==> src/shared/accel_cfg_defs.svh <==
`ifndef ACCEL_CFG_DEFS_SVH
`define ACCEL_CFG_DEFS_SVH

// register byte offsets (printed offsets not all multiples of four: index * 4)
`define IDX_ACC_X_LSB       8'h02
`define IDX_ACC_X_MSB       8'h03
`define IDX_ACC_Y_LSB       8'h04
`define IDX_ACC_Y_MSB       8'h05
`define IDX_ACC_Z_LSB       8'h06
`define IDX_ACC_Z_MSB       8'h07
`define IDX_FULL_SCALE      8'h0f
`define IDX_BANDWIDTH       8'h10
`define IDX_POWER           8'h11
`define IDX_RESERVED_A      8'h12
`define IDX_ACQUISITION     8'h13
`define IDX_SOFT_RESET      8'h14
`define IDX_RESERVED_B      8'h15
`define IDX_EN_MOTION       8'h16
`define IDX_EN_LEVEL        8'h17
`define IDX_RESERVED_C      8'h18
`define IDX_PIN_ONE_ROUTE   8'h19
`define IDX_NEW_SAMPLE_RTE  8'h1a
`define IDX_PIN_TWO_ROUTE   8'h1b
`define IDX_PIN_LEVEL       8'h20

// writable masks: reserved bits ignore writes, read zero
`define MASK_FULL_SCALE     8'h0f
`define MASK_BANDWIDTH      8'h1f
`define MASK_POWER          8'hde
`define MASK_ACQUISITION    8'hc0
`define MASK_EN_MOTION      8'hf7
`define MASK_EN_LEVEL       8'h1f
`define MASK_PIN_ROUTE      8'hf7
`define MASK_NEW_SAMPLE_RTE 8'h81
`define MASK_PIN_LEVEL      8'h05

// reset values
`define RST_FULL_SCALE      8'h03
`define RST_BANDWIDTH       8'h1f
`define RST_ZERO            8'h00
`define RST_PIN_LEVEL       8'h05

// field positions
`define BIT_SUSPEND         7
`define BIT_LOW_POWER       6
`define BIT_SLEEP_LO        1
`define BIT_UNFILTERED      7
`define BIT_SHADOW_DIS      6
`define BIT_ROUTE_NEW_TWO   7
`define BIT_ROUTE_NEW_ONE   0
`define BIT_LVL_ONE         0
`define BIT_LVL_TWO         2
`define BIT_EN_NEW_SAMPLE   4
`define BIT_EN_FREEFALL     3

`define SOFT_RESET_KEY      8'hb6

// sleep durations in microseconds, per code 0..15
`define SLEEP_US_0_5MS      32'd500
`define SLEEP_US_1MS        32'd1000
`define SLEEP_US_2MS        32'd2000
`define SLEEP_US_4MS        32'd4000
`define SLEEP_US_6MS        32'd6000
`define SLEEP_US_10MS       32'd10000
`define SLEEP_US_25MS       32'd25000
`define SLEEP_US_50MS       32'd50000
`define SLEEP_US_100MS      32'd100000
`define SLEEP_US_500MS      32'd500000
`define SLEEP_US_1S         32'd1000000
`define CLK_MHZ             32'd20

`endif

==> src/shared/accel_cfg_pkg.sv <==
package accel_cfg_pkg;

    typedef enum logic [1:0] {
        RANGE_2G,
        RANGE_4G,
        RANGE_8G,
        RANGE_16G
    } g_range_t;

    typedef enum logic [2:0] {
        FILT_7HZ81,
        FILT_15HZ63,
        FILT_31HZ25,
        FILT_62HZ5,
        FILT_125HZ,
        FILT_250HZ,
        FILT_1000HZ
    } bandwidth_t;

    typedef enum logic [1:0] {
        PWR_NORMAL,
        PWR_LOW,
        PWR_SUSPEND
    } power_state_t;

endpackage

==> src/verilog/accel_mode_decode.sv <==
`timescale 1ns/1ps
`include "accel_cfg_defs.svh"

module accel_mode_decode (
    input  wire logic [3:0]               fullScaleCode,
    input  wire logic [4:0]               filterBandwidthCode,
    input  wire logic [3:0]               sleepCode,
    output accel_cfg_pkg::g_range_t       gRange,
    output accel_cfg_pkg::bandwidth_t     bandwidth,
    output logic      [31:0]              sleepCycles
);

    always_comb begin
        unique case (fullScaleCode)
            4'h3:    gRange = accel_cfg_pkg::RANGE_2G;
            4'h5:    gRange = accel_cfg_pkg::RANGE_4G;
            4'h8:    gRange = accel_cfg_pkg::RANGE_8G;
            4'hc:    gRange = accel_cfg_pkg::RANGE_16G;
            default: gRange = accel_cfg_pkg::RANGE_2G;
        endcase
    end

    // 01110b is left undefined; treated as the widest filter
    always_comb begin
        if (filterBandwidthCode[4]) begin
            bandwidth = accel_cfg_pkg::FILT_1000HZ;
        end else if (!filterBandwidthCode[3]) begin
            bandwidth = accel_cfg_pkg::FILT_7HZ81;
        end else begin
            unique case (filterBandwidthCode[2:0])
                3'h0:    bandwidth = accel_cfg_pkg::FILT_7HZ81;
                3'h1:    bandwidth = accel_cfg_pkg::FILT_15HZ63;
                3'h2:    bandwidth = accel_cfg_pkg::FILT_31HZ25;
                3'h3:    bandwidth = accel_cfg_pkg::FILT_62HZ5;
                3'h4:    bandwidth = accel_cfg_pkg::FILT_125HZ;
                3'h5:    bandwidth = accel_cfg_pkg::FILT_250HZ;
                default: bandwidth = accel_cfg_pkg::FILT_1000HZ;
            endcase
        end
    end

    always_comb begin
        unique case (sleepCode)
            4'h6:    sleepCycles = `SLEEP_US_1MS * `CLK_MHZ;
            4'h7:    sleepCycles = `SLEEP_US_2MS * `CLK_MHZ;
            4'h8:    sleepCycles = `SLEEP_US_4MS * `CLK_MHZ;
            4'h9:    sleepCycles = `SLEEP_US_6MS * `CLK_MHZ;
            4'ha:    sleepCycles = `SLEEP_US_10MS * `CLK_MHZ;
            4'hb:    sleepCycles = `SLEEP_US_25MS * `CLK_MHZ;
            4'hc:    sleepCycles = `SLEEP_US_50MS * `CLK_MHZ;
            4'hd:    sleepCycles = `SLEEP_US_100MS * `CLK_MHZ;
            4'he:    sleepCycles = `SLEEP_US_500MS * `CLK_MHZ;
            4'hf:    sleepCycles = `SLEEP_US_1S * `CLK_MHZ;
            default: sleepCycles = `SLEEP_US_0_5MS * `CLK_MHZ;
        endcase
    end

endmodule

==> src/verilog/accel_irq_route.sv <==
`timescale 1ns/1ps
`include "accel_cfg_defs.svh"

module accel_irq_route (
    input  wire logic [7:0] motionStatus,
    input  wire logic       newSampleStatus,
    input  wire logic [7:0] enMotion,
    input  wire logic [7:0] enLevel,
    input  wire logic [7:0] pinRoute,
    input  wire logic       newSampleRoute,
    input  wire logic       activeHigh,
    output logic            pinLevel
);

    logic [7:0] gated;
    logic       any;

    // folds per-axis enables onto the single status bit of sources 2 and 1
    always_comb begin
        gated[7:4] = motionStatus[7:4] & enMotion[7:4];
        gated[3]   = 1'b0;
        gated[2]   = motionStatus[2] & |enMotion[2:0];
        gated[1]   = motionStatus[1] & |enLevel[2:0];
        gated[0]   = motionStatus[0] & enLevel[`BIT_EN_FREEFALL];
        any        = |(gated & pinRoute) | (newSampleStatus & enLevel[`BIT_EN_NEW_SAMPLE] & newSampleRoute);
        pinLevel   = activeHigh ? any : ~any;
    end

endmodule

==> src/verilog/accel_config_irq_routing.sv <==
// Decided for this implementation: register access over APB.
`timescale 1ns/1ps
`include "accel_cfg_defs.svh"

// Contract
// range codes 3,5,8,c give 2/4/8/16g
// any other range code gives 2g
// range field resets to 0011b
// bandwidth code decodes to filter frequency
// bandwidth field resets to 11111b
// host should use bandwidth 01000b-01111b
// power bit 7 selects suspend, reset zero
// power bit 6 selects low-power, reset zero
// sleep field sets low-power sleep duration
// sleep field resets to 0000b
// output bit picks filtered or unfiltered data
// shadowing: msb refreshes on lsb read
// writing b6 to soft reset resets all
// soft reset register reads zero
// first enable register bit meanings
// second enable register bit meanings
// all enables reset to zero
// pin one routing register bit meanings
// new-data routing bit 7 pin two, bit 0 pin one
// pin two routing, same bit positions
// all routing bits reset to zero
// 0x12, 0x15, 0x18 reserved
// 10-bit sample split over lsb and msb
// per-pin level bit, default active high
// pin asserts on enabled and mapped source
// reserved bits ignore writes, read zero
module accel_config_irq_routing (
    input  wire logic                   sys_clk,
    input  wire logic                   sys_rst,
    input  wire logic [7:0]             paddr,
    input  wire logic                   psel,
    input  wire logic                   penable,
    input  wire logic                   pwrite,
    input  wire logic [31:0]            pwdata,
    input  wire logic [3:0]             pstrb,
    output logic      [31:0]            prdata,
    output logic                        pready,
    output logic                        pslverr,
    input  wire logic [29:0]            filteredSample,
    input  wire logic [29:0]            unfilteredSample,
    input  wire logic                   sampleStrobe,
    input  wire logic [7:0]             motionStatus,
    input  wire logic                   newSampleStatus,
    output logic                        irq_pin_one,
    output logic                        irq_pin_two,
    output accel_cfg_pkg::g_range_t     gRange,
    output accel_cfg_pkg::bandwidth_t   bandwidth,
    output accel_cfg_pkg::power_state_t powerState,
    output logic                        sleepPhase
);

    logic [7:0]  fullScale;
    logic [7:0]  filter_bandwidth_code;
    logic [7:0]  powerMode;
    logic [7:0]  acquisition;
    logic [7:0]  enMotion;
    logic [7:0]  enLevel;
    logic [7:0]  pinOneRoute;
    logic [7:0]  newSampleRoute;
    logic [7:0]  pinTwoRoute;
    logic [7:0]  pinLevelCfg;
    logic [29:0] liveSample;
    logic [2:0]  newFlag;
    logic [7:0]  msbShadow [3];
    logic [31:0] sleepCycles;
    logic [31:0] powerCount;
    logic        rdStrobe;
    logic        wrStrobe;
    logic        softReset;
    logic        regReset;
    logic        known;
    logic        lineOne;
    logic        lineTwo;
    logic [7:0]  next_rdata;
    logic [5:0]  regIdx;
    accel_cfg_pkg::g_range_t   decRange;
    accel_cfg_pkg::bandwidth_t decBand;

    function automatic logic isIdx(input logic [7:0] addr, input logic [7:0] idx);
        isIdx = (addr[1:0] == 2'h0) && (addr[7:2] == idx[5:0]);
    endfunction

    assign rdStrobe  = psel && penable && !pwrite;
    assign wrStrobe  = psel && penable && pwrite && pstrb[0];
    assign regIdx    = paddr[7:2];
    assign softReset = wrStrobe && isIdx(paddr, `IDX_SOFT_RESET) && pwdata[7:0] == `SOFT_RESET_KEY;
    assign regReset  = sys_rst || softReset;

    always_ff @(posedge sys_clk) begin
        if (regReset) begin
            fullScale             <= `RST_FULL_SCALE;
            filter_bandwidth_code <= `RST_BANDWIDTH;
            powerMode             <= `RST_ZERO;
            acquisition           <= `RST_ZERO;
            enMotion              <= `RST_ZERO;
            enLevel               <= `RST_ZERO;
            pinOneRoute           <= `RST_ZERO;
            newSampleRoute        <= `RST_ZERO;
            pinTwoRoute           <= `RST_ZERO;
            pinLevelCfg           <= `RST_PIN_LEVEL;
        end else if (wrStrobe) begin
            // reserved offsets fall through with no effect
            if (isIdx(paddr, `IDX_FULL_SCALE))     fullScale <= pwdata[7:0] & `MASK_FULL_SCALE;
            if (isIdx(paddr, `IDX_BANDWIDTH))      filter_bandwidth_code <= pwdata[7:0] & `MASK_BANDWIDTH;
            if (isIdx(paddr, `IDX_POWER))          powerMode <= pwdata[7:0] & `MASK_POWER;
            if (isIdx(paddr, `IDX_ACQUISITION))    acquisition <= pwdata[7:0] & `MASK_ACQUISITION;
            if (isIdx(paddr, `IDX_EN_MOTION))      enMotion <= pwdata[7:0] & `MASK_EN_MOTION;
            if (isIdx(paddr, `IDX_EN_LEVEL))       enLevel <= pwdata[7:0] & `MASK_EN_LEVEL;
            if (isIdx(paddr, `IDX_PIN_ONE_ROUTE))  pinOneRoute <= pwdata[7:0] & `MASK_PIN_ROUTE;
            if (isIdx(paddr, `IDX_NEW_SAMPLE_RTE)) newSampleRoute <= pwdata[7:0] & `MASK_NEW_SAMPLE_RTE;
            if (isIdx(paddr, `IDX_PIN_TWO_ROUTE))  pinTwoRoute <= pwdata[7:0] & `MASK_PIN_ROUTE;
            if (isIdx(paddr, `IDX_PIN_LEVEL))      pinLevelCfg <= pwdata[7:0] & `MASK_PIN_LEVEL;
        end
    end

    assign liveSample = acquisition[`BIT_UNFILTERED] ? unfilteredSample : filteredSample;

    // per-axis data: lsb {d1,d0,0000 0,flag}, msb d9..d2
    genvar ax;
    generate
        for (ax = 0; ax < 3; ax++) begin : g_axis
            logic [9:0] axisData;
            logic       lsbRead;
            assign axisData = liveSample[ax*10 +: 10];
            assign lsbRead  = rdStrobe && isIdx(paddr, 8'(`IDX_ACC_X_LSB + 2 * ax));
            always_ff @(posedge sys_clk) begin
                if (regReset) begin
                    newFlag[ax] <= 1'b0;
                end else if (sampleStrobe) begin
                    newFlag[ax] <= 1'b1; // set wins over the read clear
                end else if (lsbRead) begin
                    newFlag[ax] <= 1'b0;
                end
            end
            always_ff @(posedge sys_clk) begin
                if (regReset) begin
                    msbShadow[ax] <= 8'h00;
                end else if (lsbRead || acquisition[`BIT_SHADOW_DIS]) begin
                    msbShadow[ax] <= axisData[9:2];
                end
            end
        end
    endgenerate

    always_comb begin
        next_rdata = 8'h00;
        known      = 1'b1;
        unique case ({2'h0, regIdx})
            `IDX_ACC_X_LSB:      next_rdata = {liveSample[1:0], 5'h00, newFlag[0]};
            `IDX_ACC_X_MSB:      next_rdata = msbShadow[0];
            `IDX_ACC_Y_LSB:      next_rdata = {liveSample[11:10], 5'h00, newFlag[1]};
            `IDX_ACC_Y_MSB:      next_rdata = msbShadow[1];
            `IDX_ACC_Z_LSB:      next_rdata = {liveSample[21:20], 5'h00, newFlag[2]};
            `IDX_ACC_Z_MSB:      next_rdata = msbShadow[2];
            `IDX_FULL_SCALE:     next_rdata = fullScale;
            `IDX_BANDWIDTH:      next_rdata = filter_bandwidth_code;
            `IDX_POWER:          next_rdata = powerMode;
            `IDX_ACQUISITION:    next_rdata = acquisition;
            `IDX_SOFT_RESET:     next_rdata = 8'h00;
            `IDX_EN_MOTION:      next_rdata = enMotion;
            `IDX_EN_LEVEL:       next_rdata = enLevel;
            `IDX_PIN_ONE_ROUTE:  next_rdata = pinOneRoute;
            `IDX_NEW_SAMPLE_RTE: next_rdata = newSampleRoute;
            `IDX_PIN_TWO_ROUTE:  next_rdata = pinTwoRoute;
            `IDX_PIN_LEVEL:      next_rdata = pinLevelCfg;
            `IDX_RESERVED_A, `IDX_RESERVED_B, `IDX_RESERVED_C: next_rdata = 8'h00;
            default:             known = 1'b0;
        endcase
        if (paddr[1:0] != 2'h0) begin
            known = 1'b0;
        end
    end

    // zero-wait slave: answer captured in setup, shown through the single access cycle
    // read data predates the lsb read side effects of the same transfer
    always_ff @(posedge sys_clk) begin
        if (sys_rst) begin
            pready  <= 1'b0;
            pslverr <= 1'b0;
            prdata  <= 32'h00000000;
        end else begin
            pready  <= psel && !penable;
            pslverr <= psel && !penable && !known;
            prdata  <= {24'h000000, next_rdata};
        end
    end

    accel_mode_decode modeDecode (
        .fullScaleCode       (fullScale[3:0]),
        .filterBandwidthCode (filter_bandwidth_code[4:0]),
        .sleepCode           (powerMode[4:1]),
        .gRange              (decRange),
        .bandwidth           (decBand),
        .sleepCycles         (sleepCycles)
    );

    accel_irq_route routeOne (
        .motionStatus    (motionStatus),
        .newSampleStatus (newSampleStatus),
        .enMotion        (enMotion),
        .enLevel         (enLevel),
        .pinRoute        (pinOneRoute),
        .newSampleRoute  (newSampleRoute[`BIT_ROUTE_NEW_ONE]),
        .activeHigh      (pinLevelCfg[`BIT_LVL_ONE]),
        .pinLevel        (lineOne)
    );

    accel_irq_route routeTwo (
        .motionStatus    (motionStatus),
        .newSampleStatus (newSampleStatus),
        .enMotion        (enMotion),
        .enLevel         (enLevel),
        .pinRoute        (pinTwoRoute),
        .newSampleRoute  (newSampleRoute[`BIT_ROUTE_NEW_TWO]),
        .activeHigh      (pinLevelCfg[`BIT_LVL_TWO]),
        .pinLevel        (lineTwo)
    );

    always_ff @(posedge sys_clk) begin
        if (regReset) begin
            irq_pin_one <= 1'b0;
            irq_pin_two <= 1'b0;
        end else begin
            irq_pin_one <= lineOne;
            irq_pin_two <= lineTwo;
        end
    end

    always_ff @(posedge sys_clk) begin
        if (regReset) begin
            gRange    <= accel_cfg_pkg::RANGE_2G;
            bandwidth <= accel_cfg_pkg::FILT_1000HZ;
        end else begin
            gRange    <= decRange;
            bandwidth <= decBand;
        end
    end

    // suspend outranks low power
    always_ff @(posedge sys_clk) begin
        if (regReset) begin
            powerState <= accel_cfg_pkg::PWR_NORMAL;
        end else if (powerMode[`BIT_SUSPEND]) begin
            powerState <= accel_cfg_pkg::PWR_SUSPEND;
        end else if (powerMode[`BIT_LOW_POWER]) begin
            powerState <= accel_cfg_pkg::PWR_LOW;
        end else begin
            powerState <= accel_cfg_pkg::PWR_NORMAL;
        end
    end

    // sleep timer alternates sleep and one-cycle wake in low-power mode
    always_ff @(posedge sys_clk) begin
        if (regReset || powerState != accel_cfg_pkg::PWR_LOW) begin
            powerCount <= 32'h0;
            sleepPhase <= 1'b0;
        end else if (powerCount + 32'h1 >= sleepCycles) begin
            powerCount <= 32'h0;
            sleepPhase <= 1'b0;
        end else begin
            powerCount <= powerCount + 32'h1;
            sleepPhase <= 1'b1;
        end
    end

    range_reset_a: assert property (@(posedge sys_clk)
        sys_rst |=> fullScale == `RST_FULL_SCALE && gRange == accel_cfg_pkg::RANGE_2G)
        else $error("range not 2g after reset");
    bw_reset_a: assert property (@(posedge sys_clk) sys_rst |=> filter_bandwidth_code == `RST_BANDWIDTH)
        else $error("bandwidth not default after reset");
    new_route_a: assert property (@(posedge sys_clk) disable iff (sys_rst)
        newSampleStatus && enLevel[`BIT_EN_NEW_SAMPLE] && newSampleRoute[`BIT_ROUTE_NEW_TWO]
        && pinLevelCfg[`BIT_LVL_TWO] && !softReset |=> irq_pin_two)
        else $error("new sample not on pin two");
    soft_reset_a: assert property (@(posedge sys_clk) disable iff (sys_rst) softReset |=> fullScale == 8'h03 && filter_bandwidth_code == 8'h1f && enMotion == 8'h00)
        else $error("soft reset did not restore defaults");
    soft_read_a: assert property (@(posedge sys_clk) disable iff (sys_rst) rdStrobe && isIdx(paddr, `IDX_SOFT_RESET) |-> prdata == 32'h0)
        else $error("soft reset register read nonzero");
    bad_range_a: assert property (@(posedge sys_clk) disable iff (sys_rst) !(fullScale[3:0] inside {4'h5, 4'h8, 4'hc}) |=> gRange == accel_cfg_pkg::RANGE_2G)
        else $error("irregular range not 2g");
    reserved_bits_a: assert property (@(posedge sys_clk) disable iff (sys_rst) (filter_bandwidth_code[7:5] == 3'h0) && (powerMode[0] == 1'b0) && (enLevel[7:5] == 3'h0))
        else $error("reserved bit set");
    pin_quiet_a: assert property (@(posedge sys_clk) disable iff (sys_rst) (pinOneRoute == 8'h0 && !newSampleRoute[0] && pinLevelCfg[0]) [*2] |-> !irq_pin_one)
        else $error("unmapped pin one asserted");
    suspend_a: assert property (@(posedge sys_clk) disable iff (sys_rst)
        powerMode[`BIT_SUSPEND] && !softReset |=> powerState == accel_cfg_pkg::PWR_SUSPEND)
        else $error("suspend not entered");
    shadow_hold_a: assert property (@(posedge sys_clk) disable iff (sys_rst) !acquisition[6] && !rdStrobe && !softReset |=> $stable(msbShadow[0]))
        else $error("msb changed without lsb read");

endmodule

==> config.mk <==
export PLATFORM = sky130hd
export DESIGN_NAME = accel_config_irq_routing
export DESIGN_NICKNAME = d
export VERILOG_FILES = /design/src/shared/accel_cfg_pkg.sv /design/src/verilog/accel_mode_decode.sv /design/src/verilog/accel_irq_route.sv /design/src/verilog/accel_config_irq_routing.sv
export VERILOG_INCLUDE_DIRS = /design/src /design/src/shared
export SDC_FILE = /design/constraint.sdc
export NUM_CORES = 1
export LEC_CHECK = 0
export BUFFER_PORTS_ARGS = -buffer_cell sky130_fd_sc_hd__buf_2
export CORE_MARGIN = 2
export CORE_UTILIZATION = 54
export DETAILED_ROUTE_END_ITERATION = 10
export GPL_TIMING_DRIVEN = 0
export PLACE_DENSITY = 0.79
export SLEW_MARGIN = 20
export SYNTH_ARGS = -nofsm -noshare
export SYNTH_HDL_FRONTEND = slang
export SYNTH_HIERARCHICAL = 1
export SYNTH_SLANG_ARGS = --single-unit
==> constraint.sdc <==
create_clock -name sys_clk -period 4.89 [get_ports sys_clk]
set_clock_uncertainty 0.1 [all_clocks]
set_input_delay 0.489 -clock sys_clk [delete_from_list [all_inputs] [get_ports sys_clk]]
set_output_delay 0.489 -clock sys_clk [all_outputs]
set_load 0.02 [all_outputs]
Word level (Yosys, flattened, before mapping):

Memory sizes are Yosys's and may differ from the RTL's. A register that Yosys moved wholly into a read port is not among the register bits.
Index checks and enable logic that the tools add are counted.

* register bits after elaboration: 126
* bits in latches: 0
* bits in writable memories: 24
* bits in read-only memories: 320
* input bits: 119
* output and inout bits: 44
* memories kept: 2

* add/sub/neg operators: 1
* $mul: 0
* div/mod/pow operators: 0
* magnitude comparators: 1
* equality and inequality tests: 30
* shifts and indexed selects: 0
* multiplexer cells: 34
* bitwise logic cells: 17
* reductions and logical operators: 58

Memory list
* (name not given): words 16, width 20, rd ports 1, clocked after Yosys merged registers in 1, write ports 0, line accel_mode_decode.sv:43 `unique case (sleepCode)`
* msbShadow: words 3, width 8, rd ports 3, clocked after Yosys merged registers in 0, write ports 3, line accel_config_irq_routing.sv:69 `logic [7:0] msbShadow [3];`

Operators with widths (count)
* $pmux 8 s16: 1
* $eq 6x5->1 const B: 12
* $add 32x1->32 const B: 1
* $ge 32x32->1: 1
* $mux 30: 1
* $logic_and 1x1->1: 25
* $eq 6x3->1 const B: 4
* $mux 8: 3
* $mux 1: 23
* $reduce_and 2->1: 10
* $reduce_or 20->1: 1
* $pmux 3 s6: 1
* $and 8x8->8: 2
* $reduce_or 8->1: 2
* $eq 6x2->1 const B: 2
* $reduce_or 3->1: 3
* $eq 4x4->1 const B: 2
* $eq 8x8->1 const B: 1
* $mux 4: 2
* $reduce_bool 2->1: 4
* $and 1x1->1: 6
* $eq 3x2->1 const B: 2
* $eq 3x3->1 const B: 2
* $eq 6x4->1 const B: 1
* 15 further kinds: 29

Depth between registers and ports, before layout:

Gate-level depths: netlist (run 1).

* word-level depth: 9
* mapped depth: 13

Cells and area by module:

The synthesis (run 1) kept the hierarchy.

Modules (own cells, without submodules)
* accel_config_irq_routing: instances 1, cells an instance 708, area each 6849.1 µm²
* accel_mode_decode: instances 1, cells an instance 72, area each 556.8 µm²
* accel_irq_route: instances 2, cells an instance 11, area each 91.3 µm²

Least setup slack after synthesis (run 1):

No wires, ideal clock.

* path type: reg2reg
* start: register powerCount[15]
* end: register powerCount[0]
* setup time: 135 ps
* arrival: 2763 ps
* slack: 1892 ps
* cell stages (with the launch flop): 12
* clock period less this slack: 2998 ps
* cells stage by stage: dfxtp_1 -> and4_4 -> nand3_4 -> or4_4 -> nand2b_4 -> xnor2_2 -> ha_1 -> nand4_1 -> nor2_1 -> o41a_1 -> clkbuf_1 -> nor3_1

* cells in the longest elaborated chain, start to end: 3

Ends and longest elaborated chain
* start, declared: line accel_config_irq_routing.sv:71 `logic [31:0] powerCount;`
* start signal, assigned: line accel_config_irq_routing.sv:266 `powerCount <= powerCount + 32'h1;`
* $add 32x1->32: line accel_config_irq_routing.sv:262 `end else if (powerCount + 32'h1 >= sleepCycles) begin`
* $ge 32x32->1: line accel_config_irq_routing.sv:262
* $reduce_or 2->1 (no source line)

No other way between the ends.
A chain may end at the register's enable or synchronous reset.

Worst setup path after layout (run 1):

* start: register powerCount[0]
* end: register powerCount[25]

* cells in the longest elaborated chain, start to end: 3

Ends and longest elaborated chain (line)
* $add 32x1->32 (*): accel_config_irq_routing.sv:262, accel_config_irq_routing.sv:266
* $ge 32x32->1: accel_config_irq_routing.sv:262
* $reduce_or 2->1 (no source line)

Every way passes the cells marked *; elsewhere a longest branch is shown, timed or not.

==> reports/metrics.csv, run 1 <==
metric;value;unit
outcome;completed;
clk_lat worst skew;0.42;ns
largest net degree at the start of global routing;17;
Endpoint, Worst Hold;pready;
pwr dens;282;nW/um^2
Leak Pwr;0.00361;uW
hold buffers post-CTS;0;
most frequent cells in the layout;119 x buf_2, 102 x dfxtp_1, 85 x nor2_1;
Period minus WS final;3.53;ns
Seq cells post-synth;126;
vias per cell;5.53;
mean post-synth cell area;9.46;sq um
Worst Max-Slew Pin Slew;0.939;ns
WP data required;5.08;ns
Slew HR;0.371;
EDFF count, synth;24;
clk slew on worst S/H paths;0.06;ns
post-CTS resize count;0;
CP Class;reg -> reg;
total core area;13800;sq um
Area contributors post-synth;dfxtp_1 27%, mux2i_1 10%, edfxtp_1 9.5%;
all-layer global routing usage;0.262;
CP arrival;3.72;ns
peak supply drop;0.252;mV
synth unique cells;77;
fin. max-slew vios;0;
register area share after synthesis;0.364;
initial antenna violation count;0;
reg2reg setup slack;1.36;ns
HPWL after detailed placement;14400;um
YS warnings;6;
Port Buffers;107;
fin worst setup slack;1.36;ns
hold path cells;2;
post-synthesis cell area;7590;sq um
pre-CTS setup slack;1.35;ns
final setup fails;0;
CP Launch Type;flop;
Initial Utilization;0.549;
first-pass GRT wire length;30200;um
cells after synthesis;802;
share of the synthesized area in the top cell type;0.269;
Max-cap violations;0;
Via Count;6389;
number of global-route vias before repair;6153;
global route total overflow;0;
clock tree sinks;126;
DRC;0;
Worst Reg-to-Reg Cells;11;
Clock H-tree levels;4;
Rows;43;
Die W;123;um
CP endpoint kind;flop;
DR WL/cell;16.4;um
hold path start;penable;
Layout Nets;1122;
final setup TNS;0;ns
I/O pin count;163;
maximum fanout count along the critical path;10;
r2r startpoint;powerCount[0];
CTS tree;built;
Final Hold Vio Count;0;
ys async rst share;0;
area grow syn2layout;19.9;%
layout cell share with drive strength beyond 1;0.242;
RSZ-0062 raised after global routing;false;
period utilisation layout;0.723;
RePlAce Congestion;0.930;
commonest non-fill, non-tap cell in the layout;buf_2;
Synth area leader;dfxtp_1;
fin util;0.658;
Min-Delay Path Class;in -> reg;
routed wire length;18900;um
CTS buffer count;17;
Most used DFF post-synth;dfxtp_1;
Antenna Diode Count;0;
Max Clock Freq;283;MHz
drt pass-1 iters;5;
Root Driver;clkbuf_16;
Routed Antenna Nets;0;
DR iter-0 viols;477;
CTS Buffer Depth;2;
Reg-to-Reg End;powerCount[25];
Setup Buffers After CTS;0;
Die Y-Extent;123;um
area of the die;15000;sq um
[cell usage after synthesis (12+ instances only)]
master	instances
dfxtp_1	102
nor2_1	85
mux2i_1	76
buf_4	41
ha_1	41
inv_1	41
nand2_1	33
nor3b_1	31
nand3_1	26
xnor2_1	25
edfxtp_1	24
a22oi_1	21
a21oi_1	20
clkbuf_1	15
and3_1	13
nand2b_1	13
nand4_1	13
buf_2	12
nor2b_1	12
nor3_1	12
[routing by layer]
layer | wire length (um) | GRT usage | up-vias
met3 | 1300 | 0.0539 | 57
met5 | 0 | 0 | -
met1 | 7870 | 0.316 | 2940
met2 | 9090 | 0.442 | 277
li1 | - | - | 3115
met4 | 657 | 0.134 | 0
[per-stage QoR]
step / hold slack (ns) / instances / total power [uW] / area [sq um]
3_3_place_gp: 0.371 / 1123 / 1250 / 8480
3_5_place_dp: 0.378 / 1123 / 1260 / 8480
4_1_cts: 0.155 / 1155 / 2570 / 9090
6_report: 0.169 / 1155 / 2560 / 9090
2_1_floorplan: 0.333 / 836 / 1190 / 7720
5_1_grt: 0.171 / 1155 / 2640 / 9090
[report_power, final]
group          internal, uW  switching, uW
registers              1070           5.00
clock network           850            476
logic                  71.1           94.0
[worst max-delay path, stage by stage (launching register included)]
cell and delay (ns):
dfxtp_1 0.39, ha_1 0.31, nand2_4 0.11, or4_4 0.62, nand2b_4 0.18, xnor2_2 0.14, ha_1 0.28, nand4_1 0.13
nor2_1 0.25, o41a_1 0.33, clkbuf_1 0.45, nor3b_1 0.10
[registers in the layout, indices dropped and copies added, names as in the netlist, 2 cells and up]
register	flops
powerCount	32
msbShadow	24
prdata	8
enMotion	7
pinOneRoute	7
pinTwoRoute	7
powerMode	6
enLevel	5
filter_bandwidth_code	5
fullScale	4
bandwidth	3
newFlag	3
acquisition	2
gRange	2
newSampleRoute	2
pinLevelCfg	2
powerState	2
[kinds of logic (layout without fill, tap and decap cells)]
kind of cell	Yosys count	in the layout	share of synthesized area
xor+xnor	34	34	0.0432
fa+ha+maj	41	41	0.0676
compound gates	107	107	0.107
other cells	2	36	0.000990
simple gates	299	299	0.232
buf+inv	114	253	0.0808
flops	126	126	0.364
mux	79	79	0.105
[worst max-delay path by stage]
stage	start	endpoint	slack, ns
2_1_floorplan	powerCount[15]	powerCount[0]	1.89
3_3_place_gp	powerCount[0]	sleepPhase	1.41
3_5_place_dp	powerCount[0]	powerCount[25]	1.35
4_1_cts	powerCount[0]	powerCount[25]	1.33
5_1_grt	powerCount[0]	sleepPhase	1.18
6_report	powerCount[0]	powerCount[25]	1.36
[area by class of cell]
| type | instances | area [sq um] |
|---|---|---|
| fillers | 1133 | 4730 |
| multi-input cells | 596 | 4340 |
| flip-flops and latches | 126 | 2760 |
| repair buffers | 107 | 536 |
| plain buffers | 73 | 459 |
| clock buffers | 17 | 425 |
| well taps | 180 | 225 |
| clock inverters | 15 | 193 |
| inverters | 41 | 154 |
(Power assumes the default switching activity.)
==> inputs of run 2 (changes only) <==
Settings changed: ABC_AREA set to 1.
Clock period 4.89 ns to 3.5 ns, I/O delays scaled along.
==> run 2 against run 1 <==
Compared with the run above: fmax is 9.7% higher; clock power up 32%; count of clock-buffer cells in the layout did not move.
==> reports/metrics.csv, run 2 <==
metric;value;unit;change
global route total overflow;0;;unchanged
CP Cell Sequence;ha_1 -> nand3_1 -> nor2_2 -> nand2_1 -> xor2_1 -> inv_1 -> ha_1 -> nand2_1 -> nor2_1 -> nand4_1 -> nor3b_1 -> nand2_1 -> nand2_2 -> buf_4 -> nor2_1;;
drt pass-1 iters;8;;+3
Via Count;8063;;+26%
period utilisation layout;0.920;;+0.198
total core area;14600;sq um;+5.9%
Period minus WS final;3.22;ns;-0.313 ns
Critical-path top delay cell;dfxtp_2;;
CP endpoint kind;flop;;
Clock H-tree levels;4;;unchanged
synth unique cells;37;;-52%
RSZ-0062 raised after global routing;false;;
final setup fails;0;;unchanged
Max-cap violations;0;;unchanged
CTS Buffer Depth;2;;unchanged
Synth area leader;dfxtp_1;;
FF/Latch Area;2760;sq um;about the same
CTS buffer count;17;;unchanged
CTS tree;built;;
Layout Nets;1551;;+38%
CP dominant cell by count;nand2_1;;
Post-synth top cells;354 x nand2_1, 176 x inv_1, 176 x nor2_1;;
Routed Antenna Nets;0;;unchanged
DR iter-0 viols;594;;+25%
post-synthesis cell area;8160;sq um;+7.6%
CP Launch Type;flop;;
Port Buffers;109;;+1.9%
commonest non-fill, non-tap cell in the layout;nand2_1;;
max reg flops;32;;unchanged
area occupied by multi-input gates;4400;sq um;+1.4%
area of the die;16100;sq um;+7.3%
Antenna Diode Count;0;;unchanged
register area share after synthesis;0.338;;-0.0256
DR WL/cell;13.5;um;-18%
CP arrival;3.42;ns;-0.30 ns
Rows;44;;+2.3%
Max Clock Freq;310;MHz;+9.7%
all-layer global routing usage;0.277;;+0.0145
routed wire length;21400;um;+13%
share of the synthesized area in the top cell type;0.250;;-0.0189
HPWL after detailed placement;16800;um;+17%
area grow syn2layout;18.4;%;
YS warnings;6;;unchanged
fillers;1372;;+21%
Min-Delay Path Class;in -> reg;;
clk slew on worst S/H paths;0.06;ns;about the same
mean post-synth cell area;6.65;sq um;-30%
clock tree sinks;126;;unchanged
WP data required;3.70;ns;-1.38 ns
Most used DFF post-synth;dfxtp_1;;
Die Y-Extent;127;um;+3.6%
vias per cell;5.08;;-8.2%
layout cell share with drive strength beyond 1;0.187;;-0.0547
pwr dens;359;nW/um^2;+27%
number of global-route vias before repair;7611;;+24%
outcome;completed;;
Area contributors post-synth;dfxtp_1 25%, nand2_1 16%, edfxtp_1 8.8%;;
largest net degree at the start of global routing;17;;unchanged
fin. max-slew vios;0;;unchanged
RePlAce Congestion;0.934;;+0.40%
Slew HR;0.656;;+0.286
Root Driver;clkbuf_16;;
Leak Pwr;0.00491;uW;+36%
Die W;127;um;+3.6%
Worst Max-Slew Pin Slew;0.515;ns;-0.424 ns
most common cell in the synthesized netlist;nand2_1;;
Initial Utilization;0.557;;+0.00860
final setup TNS;0;ns;unchanged
Final Hold Vio Count;0;;unchanged
ys async rst share;0;;unchanged
I/O pin count;163;;unchanged
cells after synthesis;1228;;+53%
reg2reg setup slack;0.28;ns;-1.08 ns
CP Class;reg -> reg;;
clk_lat worst skew;0.43;ns;about the same
DRC;0;;unchanged
Worst path max stage delay;0.42;ns;-0.20 ns
maximum fanout count along the critical path;10;;unchanged
Top reg by flops;powerCount;;
peak supply drop;0.355;mV;+41%
fin util;0.660;;+0.00243
Seq cells post-synth;126;;unchanged
EDFF count, synth;24;;unchanged
biggest regs;powerCount: 32 flops, msbShadow: 24 flops, prdata: 8 flops;;
initial antenna violation count;0;;unchanged
first-pass GRT wire length;35500;um;+17%
most frequent cells in the layout;354 x nand2_1, 176 x inv_1, 174 x nor2_1;;
==> run 2: final cells by class <==
class	count	area share
multi-input cells	890	0.455
well taps	184	0.0238
inverters	184	0.0716
repair buffers	110	0.0575
flip-flops and latches	126	0.286
clock inverters	15	0.0166
plain buffers	62	0.0453
clock buffers	17	0.0440
==> run 2: final timing paths <==
kind                                        to  cells after the start           start
worst max-delay path            powerCount[13]                     15   powerCount[0]
worst min-delay path                    pready                      3            psel
worst max register to register  powerCount[13]                     15   powerCount[0]
worst min register to register  pinOneRoute[7]                      2  pinOneRoute[7]
==> run 2: logic make-up after synthesis <==
family | Yosys count | synth area share
XOR/XNOR | 18 | 0.0193
AO/OA/AOI/OAI | 120 | 0.0921
flip-flops | 126 | 0.338
other | 2 | 0.000920
adder cells (fa/ha/maj) | 41 | 0.0628
buffers and inverters | 246 | 0.138
AND/OR/NAND/NOR | 675 | 0.348
==> run 2: power by group <==
part	internal, uW	switching (uW)
Combinational	91.6	140
Sequential	1490	5.15
Clock	956	790
==> run 2: per-layer routing <==
metal / wire length [um] / track usage / up-vias
met5: 0 / 0 / -
met4: 899 / 0.136 / 0
met3: 1330 / 0.0633 / 63
met2: 10400 / 0.469 / 294
met1: 8780 / 0.331 / 3600
li1: - / - / 4106
==> run 2: critical path, delay by kind of cell, from the launching register on <==
kind          cells  cell delay [ns]
simple gates     10             1.54
fa+ha+maj         2             0.52
flops             1             0.42
buf+inv           2             0.27
xor+xnor          1             0.23
==> run 2: repair_timing <==
| action | CTS | global route |
|---|---|---|
| setup buffers | 0 | 0 |
| hold buffers | 1 | 0 |
| endpoints found under the setup margin | 0 | 30 |
| gates resized for setup | 0 | 3 |
| endpoints found under the hold margin | 1 | 0 |
==> run 2: through the flow <==
| stage | cell area (sq um) | setup slack (ns) | std cells | power (uW) | hold slack (ns) |
|---|---|---|---|---|---|
| after floorplan | 8290 | 0.957 | 1262 | 1660 | 0.324 |
| after global placement | 9070 | 0.257 | 1555 | 1750 | 0.367 |
| after detailed placement | 9070 | 0.172 | 1555 | 1750 | 0.368 |
| after CTS | 9660 | 0.119 | 1588 | 3480 | 0.0510 |
| after global routing | 9670 | 0.0314 | 1588 | 3580 | 0.0679 |
| final | 9670 | 0.279 | 1588 | 3470 | 0.0602 |
